===== config.mk =====
export PLATFORM = sky130hd
export DESIGN_NAME = mpcp_top
export DESIGN_NICKNAME = d
export VERILOG_FILES = /design/src/hw/mpcp_prio.v /design/src/hw/mpcp_init_seq.v /design/src/hw/mpcp_top.v
export VERILOG_INCLUDE_DIRS = /design/src /design/src/shared
export SDC_FILE = /design/constraint.sdc
export NUM_CORES = 1
export LEC_CHECK = 0
export BUFFER_PORTS_ARGS = -buffer_cell sky130_fd_sc_hd__buf_4
export CORE_AREA = 8 8 121 123
export DETAILED_ROUTE_END_ITERATION = 16
export DIE_AREA = 0 0 129 131
export MAX_ROUTING_LAYER = met4
export PLACE_DENSITY = 0.74
export SYNTH_ARGS = -nofsm -noshare
export SYNTH_HDL_FRONTEND = slang
export SYNTH_SLANG_ARGS = --single-unit

===== constraint.sdc =====
create_clock -name ref_clk_i -period 9.7 [get_ports ref_clk_i]
set_clock_uncertainty 0.15 [all_clocks]
set_input_delay 1.94 -clock ref_clk_i [delete_from_list [all_inputs] [get_ports ref_clk_i]]
set_output_delay 1.94 -clock ref_clk_i [all_outputs]
set_load 0.03 [all_outputs]

===== src/shared/mpcp_defs.vh =====
/*
 Constants for the master interrupt controller command port: port addresses, control-word field positions, command codes and reset values.
 Assumes it is included by bare name from two of the three design files; the bench files do not include it.
*/
`ifndef MPCP_DEFS_VH
`define MPCP_DEFS_VH

// ----------------------------------------
// Port addresses
// ----------------------------------------
`define MPCP_PORT_LOW 8'h20
`define MPCP_PORT_HIGH 8'h21

// ----------------------------------------
// Lower-port write decode, plus the upper-port second-word vector base field
// ----------------------------------------
`define MPCP_SEL_ICW1_BIT 4
`define MPCP_SEL_OCW3_BIT 3
`define MPCP_SINGLE_CONTROLLER_BIT_BIT 1
`define MPCP_IC4_BIT 0
`define MPCP_CMD_HI 7
`define MPCP_CMD_LO 5
`define MPCP_LVL_HI 2
`define MPCP_LVL_LO 0
`define MPCP_SMM_HI 6
`define MPCP_SMM_LO 5
`define MPCP_POLL_BIT 2
`define MPCP_RSEL_HI 1
`define MPCP_RSEL_LO 0
`define MPCP_VBASE_HI 7
`define MPCP_VBASE_LO 3

// ----------------------------------------
// Priority/EOI command codes
// ----------------------------------------
`define MPCP_CMD_ROT_AEOI_CLR 3'h0
`define MPCP_CMD_NS_EOI 3'h1
`define MPCP_CMD_NOP 3'h2
`define MPCP_CMD_SP_EOI 3'h3
`define MPCP_CMD_ROT_AEOI_SET 3'h4
`define MPCP_CMD_ROT_NS_EOI 3'h5
`define MPCP_CMD_SET_PRIO 3'h6
`define MPCP_CMD_ROT_SP_EOI 3'h7

// ----------------------------------------
// Mask/poll/status field codes
// ----------------------------------------
`define MPCP_SMM_CLR 2'h2
`define MPCP_SMM_SET 2'h3
`define MPCP_RSEL_IRR 2'h2
`define MPCP_RSEL_ISR 2'h3

// ----------------------------------------
// Reset values
// ----------------------------------------
`define MPCP_RST_BYTE 8'h00
`define MPCP_RST_VBASE 5'h00
`define MPCP_RST_ICW4 8'h00

`endif


===== src/hw/mpcp_prio.v =====
/*
 Fixed-plus-rotating priority pick: finds the highest-priority set bit of an 8-bit vector, level 0 highest before any rotation.
 Assumes the caller supplies the current lowest-priority level.
*/
`timescale 1ns/1ns
module mpcp_prio (
	input wire [7:0] req_i,
	input wire [2:0] lowest_i,
	output reg hit_o,
	output reg [2:0] level_o
);
	integer k;
	reg [2:0] lvl;
	reg found;

	// Walk from just above the lowest level, wrapping round
	always @* begin
		hit_o = 1'b0;
		level_o = 3'h0;
		found = 1'b0;
		lvl = 3'h0;
		for (k = 1; k <= 8; k = k + 1) begin
			lvl = lowest_i + k[2:0];
			if (!found && req_i[lvl]) begin
				found = 1'b1;
				hit_o = 1'b1;
				level_o = lvl;
			end
		end
	end
endmodule


===== src/hw/mpcp_init_seq.v =====
/*
 Initialization-word pointer: steps through the second, third and fourth words after the first, skipping as the first word asks.
 Assumes one-cycle write strobes from the port decoder on the same clock.
*/
`timescale 1ns/1ns
`include "mpcp_defs.vh"
module mpcp_init_seq (
	input wire ref_clk_i,
	input wire rst_n_i,
	input wire icw1_wr_i,
	input wire single_i,
	input wire need4_i,
	input wire high_wr_i,
	output wire ptr_icw2_o,
	output wire ptr_icw3_o,
	output wire ptr_icw4_o,
	output wire init_done_o
);
	localparam ST_IDLE = 4'h1;
	localparam ST_ICW2 = 4'h2;
	localparam ST_ICW3 = 4'h4;
	localparam ST_ICW4 = 4'h8;

	reg [3:0] state_r;
	reg [3:0] state_nxt;
	reg single_r;
	reg need4_r;

	assign ptr_icw2_o = state_r[1];
	assign ptr_icw3_o = state_r[2];
	assign ptr_icw4_o = state_r[3];
	assign init_done_o = state_r[0];

	// ----------------------------------------
	// Pointer sequence
	// ----------------------------------------
	always @* begin
		state_nxt = state_r;
		if (icw1_wr_i) begin
			state_nxt = ST_ICW2;
		end else if (high_wr_i) begin
			case (state_r)
				ST_ICW2: begin
					if (!single_r)
						state_nxt = ST_ICW3;
					else if (need4_r)
						state_nxt = ST_ICW4;
					else
						state_nxt = ST_IDLE;
				end
				ST_ICW3: begin
					state_nxt = need4_r ? ST_ICW4 : ST_IDLE;
				end
				ST_ICW4: begin
					state_nxt = ST_IDLE;
				end
				default: begin
					state_nxt = state_r;
				end
			endcase
		end
	end

	always @(posedge ref_clk_i or negedge rst_n_i) begin
		if (!rst_n_i) begin
			state_r <= ST_IDLE;
			single_r <= 1'b0;
			need4_r <= 1'b0;
		end else begin
			state_r <= state_nxt;
			if (icw1_wr_i) begin
				single_r <= single_i;
				need4_r <= need4_i;
			end
		end
	end
endmodule


===== src/hw/mpcp_top.v =====
/*
 Command-port logic of the master interrupt controller: decodes host writes to the two byte ports, holds the init words,
 mode bits, in-service and mask state, and answers lower/upper port reads.
 Assumes io_* strobes come from logic on ref_clk_i, one cycle per access; irq_i comes from pins and is synchronised here.
*/
// What this block does
// - Bit-4 lower write loads first word, resets sequence
// - Upper writes load pointed word, then advance
// - Single-controller bit skips the cascade word
// - Fourth-word bit clear skips the fourth word
// - Bit 3 picks EOI word or mask/poll word
// - Decode EOI, specific EOI, no-op, set priority
// - Codes 101/111 do EOI plus rotation
// - Codes 100/000 set/clear auto-EOI rotation
// - Bits 2-0 pick the target level
// - Bits 6-5: 10 clears, 11 sets special mask
// - Bit 2 issues a poll command
// - Bits 1-0 choose request or in-service read
// - Vector is base bits above request level
`timescale 1ns/1ns
`include "mpcp_defs.vh"
module mpcp_top (
	input wire ref_clk_i,
	input wire rst_n_i,
	input wire io_wr_i,
	input wire io_rd_i,
	input wire [7:0] io_addr_i,
	input wire [7:0] io_wdata_i,
	input wire [7:0] irq_i,
	input wire inta_i,
	output reg [7:0] io_rdata_o,
	output reg io_rvalid_o,
	output reg int_o,
	output reg [7:0] vector_o,
	output reg init_done_o,
	output reg [7:0] icw1_o,
	output reg [7:0] cascade_init_word_o,
	output reg [7:0] init_word_fourth_o,
	output reg special_mask_o,
	output reg rot_aeoi_o
);
	// ----------------------------------------
	// Decode helpers
	// ----------------------------------------
	function [2:0] mpcp_low_kind;
		input [7:0] d;
		begin
			if (d[`MPCP_SEL_ICW1_BIT])
				mpcp_low_kind = 3'h1;
			else if (d[`MPCP_SEL_OCW3_BIT])
				mpcp_low_kind = 3'h4;
			else
				mpcp_low_kind = 3'h2;
		end
	endfunction

	// One-hot mask for a request level
	function [7:0] mpcp_level_bit;
		input [2:0] l;
		begin
			mpcp_level_bit = 8'h01 << l;
		end
	endfunction

	wire low_wr = io_wr_i && (io_addr_i == `MPCP_PORT_LOW);
	wire high_wr = io_wr_i && (io_addr_i == `MPCP_PORT_HIGH);
	wire low_rd = io_rd_i && (io_addr_i == `MPCP_PORT_LOW);
	wire high_rd = io_rd_i && (io_addr_i == `MPCP_PORT_HIGH);
	wire [2:0] kind = mpcp_low_kind(io_wdata_i);
	wire icw1_wr = low_wr && kind[0];
	wire ocw2_wr = low_wr && kind[1];
	wire ocw3_wr = low_wr && kind[2];
	wire [2:0] cmd = io_wdata_i[`MPCP_CMD_HI:`MPCP_CMD_LO];
	wire [2:0] lvl = io_wdata_i[`MPCP_LVL_HI:`MPCP_LVL_LO];
	wire [1:0] smm = io_wdata_i[`MPCP_SMM_HI:`MPCP_SMM_LO];
	wire [1:0] rsel = io_wdata_i[`MPCP_RSEL_HI:`MPCP_RSEL_LO];

	// ----------------------------------------
	// Request input synchroniser
	// ----------------------------------------
	reg [7:0] irq_meta_r;
	reg [7:0] irq_sync_r;
	always @(posedge ref_clk_i or negedge rst_n_i) begin
		if (!rst_n_i) begin
			irq_meta_r <= `MPCP_RST_BYTE;
			irq_sync_r <= `MPCP_RST_BYTE;
		end else begin
			irq_meta_r <= irq_i;
			irq_sync_r <= irq_meta_r;
		end
	end

	// ----------------------------------------
	// Init pointer
	// ----------------------------------------
	wire ptr2;
	wire ptr3;
	wire ptr4;
	wire seq_done;
	mpcp_init_seq u_seq (
		.ref_clk_i(ref_clk_i),
		.rst_n_i(rst_n_i),
		.icw1_wr_i(icw1_wr),
		.single_i(io_wdata_i[`MPCP_SINGLE_CONTROLLER_BIT_BIT]),
		.need4_i(io_wdata_i[`MPCP_IC4_BIT]),
		.high_wr_i(high_wr),
		.ptr_icw2_o(ptr2),
		.ptr_icw3_o(ptr3),
		.ptr_icw4_o(ptr4),
		.init_done_o(seq_done)
	);

	// ----------------------------------------
	// State registers
	// ----------------------------------------
	reg [4:0] vbase_r;
	reg [7:0] mask_r;
	reg [7:0] isr_r;
	reg [7:0] irr_r;
	reg [2:0] lowest_r;
	reg read_isr_r;
	reg poll_pend_r;
	reg inta_d_r;

	// Requests latch until serviced; masked ones do not pend
	wire [7:0] pend = irr_r & ~mask_r;
	// Special mask lets lower levels in while others are in service
	wire [7:0] cand = special_mask_o ? (pend & ~isr_r) : pend;
	wire req_hit;
	wire [2:0] req_lvl;
	wire isr_hit;
	wire [2:0] isr_lvl;
	mpcp_prio u_req_prio (
		.req_i(cand),
		.lowest_i(lowest_r),
		.hit_o(req_hit),
		.level_o(req_lvl)
	);
	mpcp_prio u_isr_prio (
		.req_i(isr_r),
		.lowest_i(lowest_r),
		.hit_o(isr_hit),
		.level_o(isr_lvl)
	);

	// Request outranks highest in-service level unless special mask
	wire [2:0] req_rank = req_lvl - lowest_r - 3'h1;
	wire [2:0] isr_rank = isr_lvl - lowest_r - 3'h1;
	wire may_int = req_hit && (!isr_hit || special_mask_o || (req_rank < isr_rank));

	wire inta_edge = inta_i && !inta_d_r;
	wire ack_now = (inta_edge && may_int) || (low_rd && poll_pend_r && may_int);
	wire aeoi = init_word_fourth_o[1];
	wire ns_eoi = ocw2_wr && ((cmd == `MPCP_CMD_NS_EOI) || (cmd == `MPCP_CMD_ROT_NS_EOI));
	wire sp_eoi = ocw2_wr && ((cmd == `MPCP_CMD_SP_EOI) || (cmd == `MPCP_CMD_ROT_SP_EOI));
	wire [7:0] ack_bit = ack_now ? mpcp_level_bit(req_lvl) : 8'h00;

	reg [7:0] isr_nxt;
	reg [2:0] lowest_nxt;
	always @* begin
		isr_nxt = isr_r;
		lowest_nxt = lowest_r;
		if (ns_eoi && isr_hit) begin
			isr_nxt[isr_lvl] = 1'b0;
			if (cmd == `MPCP_CMD_ROT_NS_EOI)
				lowest_nxt = isr_lvl;
		end
		if (sp_eoi) begin
			isr_nxt[lvl] = 1'b0;
			if (cmd == `MPCP_CMD_ROT_SP_EOI)
				lowest_nxt = lvl;
		end
		if (ocw2_wr && cmd == `MPCP_CMD_SET_PRIO)
			lowest_nxt = lvl;
		if (ack_now) begin
			if (aeoi) begin
				if (rot_aeoi_o)
					lowest_nxt = req_lvl;
			end else begin
				isr_nxt = isr_nxt | mpcp_level_bit(req_lvl);
			end
		end
		if (icw1_wr) begin
			isr_nxt = `MPCP_RST_BYTE;
			lowest_nxt = 3'h7;
		end
	end

	// ----------------------------------------
	// Request, in-service and priority state
	// ----------------------------------------
	always @(posedge ref_clk_i or negedge rst_n_i) begin
		if (!rst_n_i) begin
			isr_r <= `MPCP_RST_BYTE;
			irr_r <= `MPCP_RST_BYTE;
			lowest_r <= 3'h7;
			inta_d_r <= 1'b0;
		end else begin
			inta_d_r <= inta_i;
			isr_r <= isr_nxt;
			lowest_r <= lowest_nxt;
			// A new request in the acknowledge cycle still latches
			irr_r <= (irr_r & ~ack_bit) | irq_sync_r;
		end
	end

	// ----------------------------------------
	// Init words and interrupt mask
	// ----------------------------------------
	always @(posedge ref_clk_i or negedge rst_n_i) begin
		if (!rst_n_i) begin
			vbase_r <= `MPCP_RST_VBASE;
			mask_r <= `MPCP_RST_BYTE;
			icw1_o <= `MPCP_RST_BYTE;
			cascade_init_word_o <= `MPCP_RST_BYTE;
			init_word_fourth_o <= `MPCP_RST_ICW4;
			init_done_o <= 1'b0;
		end else begin
			init_done_o <= seq_done;
			if (icw1_wr) begin
				icw1_o <= io_wdata_i;
				mask_r <= `MPCP_RST_BYTE;
				// Fourth word defaults when software will not write it
				if (!io_wdata_i[`MPCP_IC4_BIT])
					init_word_fourth_o <= `MPCP_RST_ICW4;
			end
			if (high_wr) begin
				if (ptr2)
					vbase_r <= io_wdata_i[`MPCP_VBASE_HI:`MPCP_VBASE_LO];
				else if (ptr3)
					cascade_init_word_o <= io_wdata_i;
				else if (ptr4)
					init_word_fourth_o <= io_wdata_i;
				else
					mask_r <= io_wdata_i;
			end
		end
	end

	// ----------------------------------------
	// Mode bits and read selection
	// ----------------------------------------
	always @(posedge ref_clk_i or negedge rst_n_i) begin
		if (!rst_n_i) begin
			special_mask_o <= 1'b0;
			rot_aeoi_o <= 1'b0;
			read_isr_r <= 1'b0;
			poll_pend_r <= 1'b0;
		end else if (icw1_wr) begin
			special_mask_o <= 1'b0;
			rot_aeoi_o <= 1'b0;
			read_isr_r <= 1'b0;
			poll_pend_r <= 1'b0;
		end else begin
			if (ocw2_wr && cmd == `MPCP_CMD_ROT_AEOI_SET)
				rot_aeoi_o <= 1'b1;
			else if (ocw2_wr && cmd == `MPCP_CMD_ROT_AEOI_CLR)
				rot_aeoi_o <= 1'b0;
			if (ocw3_wr) begin
				if (smm == `MPCP_SMM_SET)
					special_mask_o <= 1'b1;
				else if (smm == `MPCP_SMM_CLR)
					special_mask_o <= 1'b0;
				if (rsel == `MPCP_RSEL_IRR)
					read_isr_r <= 1'b0;
				else if (rsel == `MPCP_RSEL_ISR)
					read_isr_r <= 1'b1;
				if (io_wdata_i[`MPCP_POLL_BIT])
					poll_pend_r <= 1'b1;
			end else if (low_rd) begin
				// The lower-port read that follows a poll consumes it
				poll_pend_r <= 1'b0;
			end
		end
	end

	// ----------------------------------------
	// Interrupt output and vector
	// ----------------------------------------
	always @(posedge ref_clk_i or negedge rst_n_i) begin
		if (!rst_n_i) begin
			int_o <= 1'b0;
			vector_o <= `MPCP_RST_BYTE;
		end else begin
			// Quiet while polling: software chose not to be interrupted
			int_o <= may_int && !poll_pend_r;
			if (ack_now)
				vector_o <= {vbase_r, req_lvl};
		end
	end

	// ----------------------------------------
	// Read port
	// ----------------------------------------
	always @(posedge ref_clk_i or negedge rst_n_i) begin
		if (!rst_n_i) begin
			io_rdata_o <= `MPCP_RST_BYTE;
			io_rvalid_o <= 1'b0;
		end else begin
			io_rvalid_o <= low_rd || high_rd;
			if (low_rd) begin
				if (poll_pend_r)
					io_rdata_o <= {may_int, 4'h0, req_lvl};
				else
					io_rdata_o <= read_isr_r ? isr_r : irr_r;
			end else if (high_rd) begin
				io_rdata_o <= mask_r;
			end
		end
	end
endmodule


==> results of run 1 <==
==> layout make-up <==
class	instances	area (sq um)	area share, %
clock buffer	9	225.2	3.030
clock inverter	7	91.34	1.229
inverter	17	67.56	0.9089
multi-input combinational	550	3751	50.46
sequential	100	2507	33.73
tap	176	220.2	2.962
timing repair buffer	76	570.5	7.675
==> cells in the mapped netlist (all sizes together) (11+ instances only) <==
cell / instances / share of area (%)
clkbuf: 21 / 1.2
nand4: 24 / 2.9
mux2i: 11 / 1.7
nor2: 54 / 3.3
buf: 18 / 2.1
nand2: 107 / 6.1
mux4: 16 / 5.7
nor3: 14 / 1.2
dfrtp: 96 / 37
nand3: 44 / 3.6
nor2b: 16 / 1.5
mux2: 17 / 2.9
o21ai: 45 / 3.5
inv: 15 / 0.90
a21oi: 32 / 2.5
==> sequential cells by signal, summed over array words and instances, names as in the netlist, 5 cells and up <==
signal,flops
mask_r,8
io_rdata_o,8
vbase_r,5
init_word_fourth_o,8
irr_r,8
vector_o,8
isr_r,8
icw1_o,8
irq_meta_r,8
cascade_init_word_o,8
irq_sync_r,8
==> worst max-delay path, delay by kind of cell, from the launching register on <==
kind                     cells  cell delay, ns
buffers and inverters        4            0.79
AO/OA/AOI/OAI                7            1.77
flip-flops                   1            0.95
adder cells (fa/ha/maj)      4            1.75
AND/OR/NAND/NOR              8            1.61
==> metrics by stage <==
stage / power, mW / setup WS [ns] / instances / utilization (%) / cell area, sq um
global route: 1.506 / 1.975 / 935 / 57.74 / 7433
global placement: 1.050 / 2.820 / 919 / 55.28 / 7117
CTS: 1.432 / 2.633 / 935 / 57.74 / 7433
detailed placement: 1.055 / 2.671 / 919 / 55.28 / 7117
finish: 1.433 / 2.510 / 935 / 57.74 / 7433
floorplan: 0.8882 / 3.950 / 706 / - / 6541
==> where the power goes <==
group	switching (mW)	internal (mW)	leakage, nW
combinational	0.335	0.215	1.76
clock	0.169	0.206	0.151
sequential	0.0545	0.453	1.25
total	0.559	0.874	3.17
==> worst max-delay path by stage <==
stage | start | end | slack, ns | cells after the start
after global placement | lowest_r[1] | irr_r[0] | 2.82 | 23
final | lowest_r[0] | irr_r[0] | 2.51 | 23
after CTS | lowest_r[1] | irr_r[0] | 2.63 | 23
after global routing | lowest_r[1] | irr_r[0] | 1.97 | 23
after floorplan | lowest_r[1] | irr_r[0] | 3.95 | 26
after detailed placement | lowest_r[1] | irr_r[0] | 2.67 | 23
==> cells by family (layout without fill, tap and decap cells) <==
family | after synthesis | after routing | share of synthesized area, %
DFF | 100 | 100 | 38.33
and+or+nand+nor | 311 | 311 | 24.43
muxes | 44 | 44 | 10.29
xor gates and xnor gates | 9 | 9 | 1.435
adders and majority gates | 8 | 8 | 1.760
AOI/OAI and AO/OA | 178 | 178 | 19.43
buffers and inverters | 56 | 109 | 4.323
==> metal layers <==
layer  wire length [um]  global-route usage, %  up-vias  part of all wire (%)
met2              10840                  45.78      268                    51
met3               1073                  3.856       50                   5.0
met1               8750                  31.59     2988                    41
met5                  0                      -        -                     0
met4                741                  10.16        0                   3.5
li1                   -                      -     2727                     -
==> out/qor.tcl, run 1 <==
set qor(firstDrtPassIters) 6
set qor(floorplan.die_area_sq_um) 16900
set qor(worstHoldPathType) {reg2reg}
set qor(worst-r2r-cell-count) 23
set qor(hold_violations) 0
set qor(cts_tree) {done}
set qor(cts_root_buffer) {sky130_fd_sc_hd__clkbuf_16}
set qor(cp_slowest_cell) {sky130_fd_sc_hd__dfstp_2}
set qor(first_global_vias) 6046
set qor(cts-hold-fix-buffers) 0
set qor(final_common_cell) {sky130_fd_sc_hd__nand2_1}
set qor(critical_path_sink_type) {flip-flop}
set qor(yosysSeqAreaShare_pct) 38.33
set qor(post_cts.repair.setup_buffers) 0
set qor(powerDensity_nw_per_um2) 192.8
set qor(synth-warning-count) 0
set qor(worstPathCellList) {inv_1 -> ha_1 -> nor2b_1 -> nand3_1 -> nand4_1 -> a2111oi_1 -> nor2_1 -> o221ai_1 -> nand4_1 -> and2_1 -> inv_2 -> ha_1 -> fa_1 -> ha_1 -> a21o_1 -> a21oi_1 -> nor2_1 -> a21oi_2 -> o31ai_2 -> buf_4 -> clkinv_2 -> nand4_2 -> o31a_1}
set qor(drive_gt1_share_pct) 20.95
set qor(gpl_congestion) 0.9743
set qor(hold_depth) 0
set qor(grt_first_pass_wirelength_um) 33740
set qor(hpwlAfterDp_um) 15980
set qor(setup_total_negative_slack_ns) 0
set qor(report.final.setup_viol) 0
set qor(avgViaCountPerCell) 6.452
set qor(outcome) {completed}
set qor(synthesis.nets) 743
set qor(async_flop_share_pct) 100.0
set qor(floorplan.rows) 42
set qor(achievable_freq_mhz) 139.1
set qor(initial_antenna_violation_count) 0
set qor(largest_net_degree_at_the_start_of_global_routing) 56
set qor(postSynthAreaPerCell_sq_um) 9.265
set qor(report.final.slew_viol_count) 0
set qor(ys_seq_elements) 100
set qor(postSynthCellCount) 706
set qor(global_route_total_usage_across_every_layer_pct) 26.79
set qor(cts_inserted_buffers) 9
set qor(tritoncts_num_sinks) 100
set qor(hold-worst-slack_ns) 0.2009
set qor(critPathArrivalTime_ns) 7.27
set qor(yosysUniqueCellTypes) 92
set qor(rsz0062_at_grt) {false}
set qor(cellLeakagePower_nw) 3.169
set qor(hold-path-endpoint) {irq_sync_r[1]}
set qor(dr.first_iter.drc_count) 674
set qor(netlist_area_sq_um) 6541
set qor(vertical_die_dimension_um) 131
set qor(fillCellCount) 1104
set qor(postRouteAntennaNets) 0
set qor(initial_core_util_pct) 50.81
set qor(num-nets-final) 791
set qor(num_vias) 6033
set qor(cts.reportedPaths.clkPinSlew_ns) 0.07
set qor(period_needed_ns) 7.190
set qor(cp-start-kind) {flip-flop}
set qor(worstReg2RegStart) {lowest_r[0]}
set qor(synth_ff_type) {sky130_fd_sc_hd__dfrtp_1}
set qor(crit_path_max_fanout) 31
set qor(worst_r2r_endpoint) {irr_r[0]}
set qor(fin_crit_sh_pct) 74.12
set qor(final_cell_mix) {107 x sky130_fd_sc_hd__nand2_1, 96 x sky130_fd_sc_hd__dfrtp_1, 76 x sky130_fd_sc_hd__buf_4}
set qor(ios) 74
set qor(cts.path.max_buffers) 2
set qor(wirelength_um) 21410
set qor(critical-path-max-stage-delay_ns) 0.95
set qor(crit_required_ns) 9.78
set qor(placeableCoreArea_sq_um) 12870
set qor(timing.hold.worst.start) {irq_meta_r[1]}
set qor(clock_insertion_delay_worst_skew_ns) 0.35
set qor(timing.setup.critical_path_class) {reg2reg}
set qor(port-buffer-count) 73
set qor(chipWidth_um) 129
set qor(syn2layout_area_growth_pct) 13.64
set qor(gr-total-overflow) 0
set qor(worst_ir_drop_vdd_mv) 0.1411
set qor(num_antenna_cells) 0
set qor(post_route_drc_violation_count) 0
set qor(worst_slew_margin_rel_pct) 32.43
set qor(cts_htree_levels) 3
set qor(route.detailed.wl_per_inst_um) 22.90
set qor(synth_enable_flop_cells) 0
set qor(reg2reg_slack_ns) 2.51
set qor(cap_viol_max_count) 0
set qor(worst_pin_slew_ns) 1.004
set qor(critical_path.most_common_cell) {sky130_fd_sc_hd__ha_1}
set qor(number_of_instances_resized_during_post_cts_repair) 0
Power figures use the tool's default switching activity.
==> run 2: changes to the inputs <==
==> constraint.sdc (replaced) <==
create_clock -name ref_clk_i -period 7.3 [get_ports ref_clk_i]
set_clock_uncertainty 0.15 [all_clocks]
set_input_delay 1.46 -clock ref_clk_i [delete_from_list [all_inputs] [get_ports ref_clk_i]]
set_output_delay 1.46 -clock ref_clk_i [all_outputs]
set_load 0.03 [all_outputs]
==> out/qor.tcl, run 2 (same netlist as run 1, synthesis figures left out) <==
set qor(route.detailed.wl_per_inst_um) 23.06 ;# +0.73%
set qor(grt_first_pass_wirelength_um) 34490 ;# +2.2%
set qor(worst-r2r-cell-count) 22 ;# -4.3%
set qor(timing.setup.critical_path_class) {reg2reg}
set qor(hold-path-endpoint) {irq_sync_r[3]}
set qor(critical-path-max-stage-delay_ns) 0.78 ;# -0.17 ns
set qor(hpwlAfterDp_um) 16040 ;# +0.37%
set qor(cellLeakagePower_nw) 3.200 ;# +0.98%
set qor(worst_r2r_endpoint) {irr_r[0]}
set qor(largest_net_degree_at_the_start_of_global_routing) 58 ;# +3.6%
set qor(num_antenna_cells) 0 ;# unchanged
set qor(initial_antenna_violation_count) 0 ;# unchanged
set qor(first_global_vias) 6372 ;# +5.4%
set qor(post_cts.repair.setup_buffers) 0 ;# unchanged
set qor(cts_tree) {done}
set qor(port-buffer-count) 73 ;# unchanged
set qor(worstHoldPathType) {reg2reg}
set qor(floorplan.die_area_sq_um) 16900 ;# unchanged
set qor(cp-start-kind) {flip-flop}
set qor(final_util_pct) 58.09 ;# +0.35 points
set qor(gpl_congestion) 1.018 ;# +4.5%
set qor(cts_htree_levels) 3 ;# unchanged
set qor(worst_ir_drop_vdd_mv) 0.1961 ;# +39%
set qor(vertical_die_dimension_um) 131 ;# unchanged
set qor(report.final.setup_viol) 0 ;# unchanged
set qor(reg2reg_slack_ns) 1.10 ;# -1.41 ns
set qor(post_route_drc_violation_count) 0 ;# unchanged
set qor(period_needed_ns) 6.198 ;# -0.9920 ns
set qor(hold_depth) 0 ;# unchanged
set qor(wirelength_um) 21700 ;# +1.4%
set qor(gr-total-overflow) 0 ;# unchanged
set qor(cts-hold-fix-buffers) 0 ;# unchanged
set qor(outcome) {completed}
set qor(hold_violations) 0 ;# unchanged
set qor(critPathArrivalTime_ns) 6.29 ;# -0.98 ns
set qor(drive_gt1_share_pct) 21.57 ;# +0.62 points
set qor(crit_required_ns) 7.39 ;# -2.39 ns
set qor(num-nets-final) 797 ;# +0.76%
set qor(placeableCoreArea_sq_um) 12870 ;# unchanged
set qor(cts_root_buffer) {sky130_fd_sc_hd__clkbuf_16}
set qor(global_route_total_usage_across_every_layer_pct) 27.11 ;# +0.33 points
set qor(critical_path_sink_type) {flip-flop}
set qor(cts_inserted_buffers) 9 ;# unchanged
set qor(worstReg2RegStart) {lowest_r[0]}
set qor(firstDrtPassIters) 5 ;# -1
set qor(number_of_instances_resized_during_post_cts_repair) 0 ;# unchanged
set qor(syn2layout_area_growth_pct) 14.33
set qor(final_common_cell) {sky130_fd_sc_hd__nand2_1}
set qor(final_cell_mix) {107 x sky130_fd_sc_hd__nand2_1, 96 x sky130_fd_sc_hd__dfrtp_1, 82 x sky130_fd_sc_hd__buf_4}
set qor(crit_path_max_fanout) 16 ;# -48%
set qor(achievable_freq_mhz) 161.3 ;# +16%
set qor(power.total_mw) 1.924 ;# +34%
set qor(cap_viol_max_count) 0 ;# unchanged
set qor(postRouteAntennaNets) 0 ;# unchanged
set qor(chipWidth_um) 129 ;# unchanged
set qor(dr.first_iter.drc_count) 642 ;# -4.7%
set qor(powerDensity_nw_per_um2) 257.2 ;# +33%
set qor(worst_slew_margin_rel_pct) 26.54 ;# -5.9 points
set qor(num_vias) 6195 ;# +2.7%
set qor(tritoncts_num_sinks) 100 ;# unchanged
set qor(ios) 74 ;# unchanged
set qor(setup_slack_ns) 1.102 ;# -1.408 ns
set qor(fin_crit_sh_pct) 84.90 ;# +11 points
set qor(cts.reportedPaths.clkPinSlew_ns) 0.08 ;# about the same
set qor(setup_total_negative_slack_ns) 0 ;# unchanged
set qor(avgViaCountPerCell) 6.583 ;# +2.0%
set qor(floorplan.rows) 42 ;# unchanged
set qor(cp_slowest_cell) {sky130_fd_sc_hd__a2111oi_1}
set qor(worstPathCellList) {inv_1 -> ha_1 -> buf_4 -> nand4_1 -> nand4_1 -> a2111oi_1 -> nor2_1 -> o221ai_1 -> nand4_1 -> and2_1 -> inv_2 -> ha_1 -> fa_1 -> ha_1 -> a21o_1 -> a21oi_1 -> nor2_1 -> a21oi_2 -> o31ai_2 -> clkinv_2 -> nand4_2 -> o31a_1}
set qor(timing.hold.worst.start) {irq_meta_r[3]}
set qor(clock_insertion_delay_worst_skew_ns) 0.36 ;# about the same
set qor(dp_worst_setup_slack_ns) 1.336 ;# -1.334 ns
set qor(report.final.slew_viol_count) 0 ;# unchanged
set qor(multi_input_area_sq_um) 3751 ;# unchanged
set qor(fillCellCount) 1126 ;# +2.0%
set qor(worst_pin_slew_ns) 1.092 ;# +0.08752 ns
set qor(layout.area.seq_sq_um) 2507 ;# unchanged
set qor(cts.path.max_buffers) 2 ;# unchanged
set qor(rsz0062_at_grt) {false}
set qor(initial_core_util_pct) 50.81 ;# unchanged
-- run 2: changes by cell type in the layout (fill, tap and decap cells not counted) --
cell                         before  now
sky130_fd_sc_hd__buf_4           76   82
sky130_fd_sc_hd__clkinv_8         1    3
sky130_fd_sc_hd__bufinv_16        1    0
sky130_fd_sc_hd__clkinvlp_4       1    0
sky130_fd_sc_hd__inv_12           0    1
sky130_fd_sc_hd__inv_8            1    0
-- run 2: report_power, final --
group	total, mW	switching (mW)	internal (mW)
sequential	0.672	0.0701	0.602
combinational	0.757	0.465	0.293
clock	0.495	0.247	0.248
total	1.92	0.782	1.14
-- run 2: area by class of cell --
cell class | instances | area share [%]
multi-input cells | 550 | 50.16
flip-flops and latches | 100 | 33.53
repair buffers | 82 | 8.232
clock buffers | 9 | 3.012
well taps | 176 | 2.945
clock inverters | 7 | 1.221
inverters | 17 | 0.9035
-- run 2: worst max-delay path, delay by kind of cell (launching register included) --
family          cells  cell delay, ns
flops               1            0.53
fa+ha+maj           4            1.31
buf+inv             4            0.70
simple gates        7            1.46
compound gates      7            1.93
-- run 2: worst max-delay path by stage --
stage / from / end / slack (ns) / cells past startpoint
after global placement: lowest_r[1] / irr_r[0] / 1.34 / 22
after floorplan: lowest_r[1] / irr_r[0] / 1.55 / 26
after detailed placement: lowest_r[1] / irr_r[0] / 1.34 / 22
after global routing: lowest_r[0] / irr_r[0] / 0.87 / 22
final: lowest_r[0] / irr_r[0] / 1.10 / 22
after CTS: lowest_r[1] / irr_r[0] / 1.27 / 22
-- run 2: through the flow --
step                      hold slack (ns)  cell area, sq um  instances
after global placement             0.1835              7162        925
after global routing               0.2116              7478        941
after CTS                          0.2043              7478        941
after detailed placement           0.1887              7162        925
after floorplan                    0.1812              6541        706
final                              0.2022              7478        941
-- run 2: routing by layer --
layer | part of all wire, % | GRT usage [%]
met2 | 49 | 44.00
met4 | 5.1 | 15.89
met5 | 0 | -
met3 | 5.8 | 4.058
met1 | 40 | 31.75
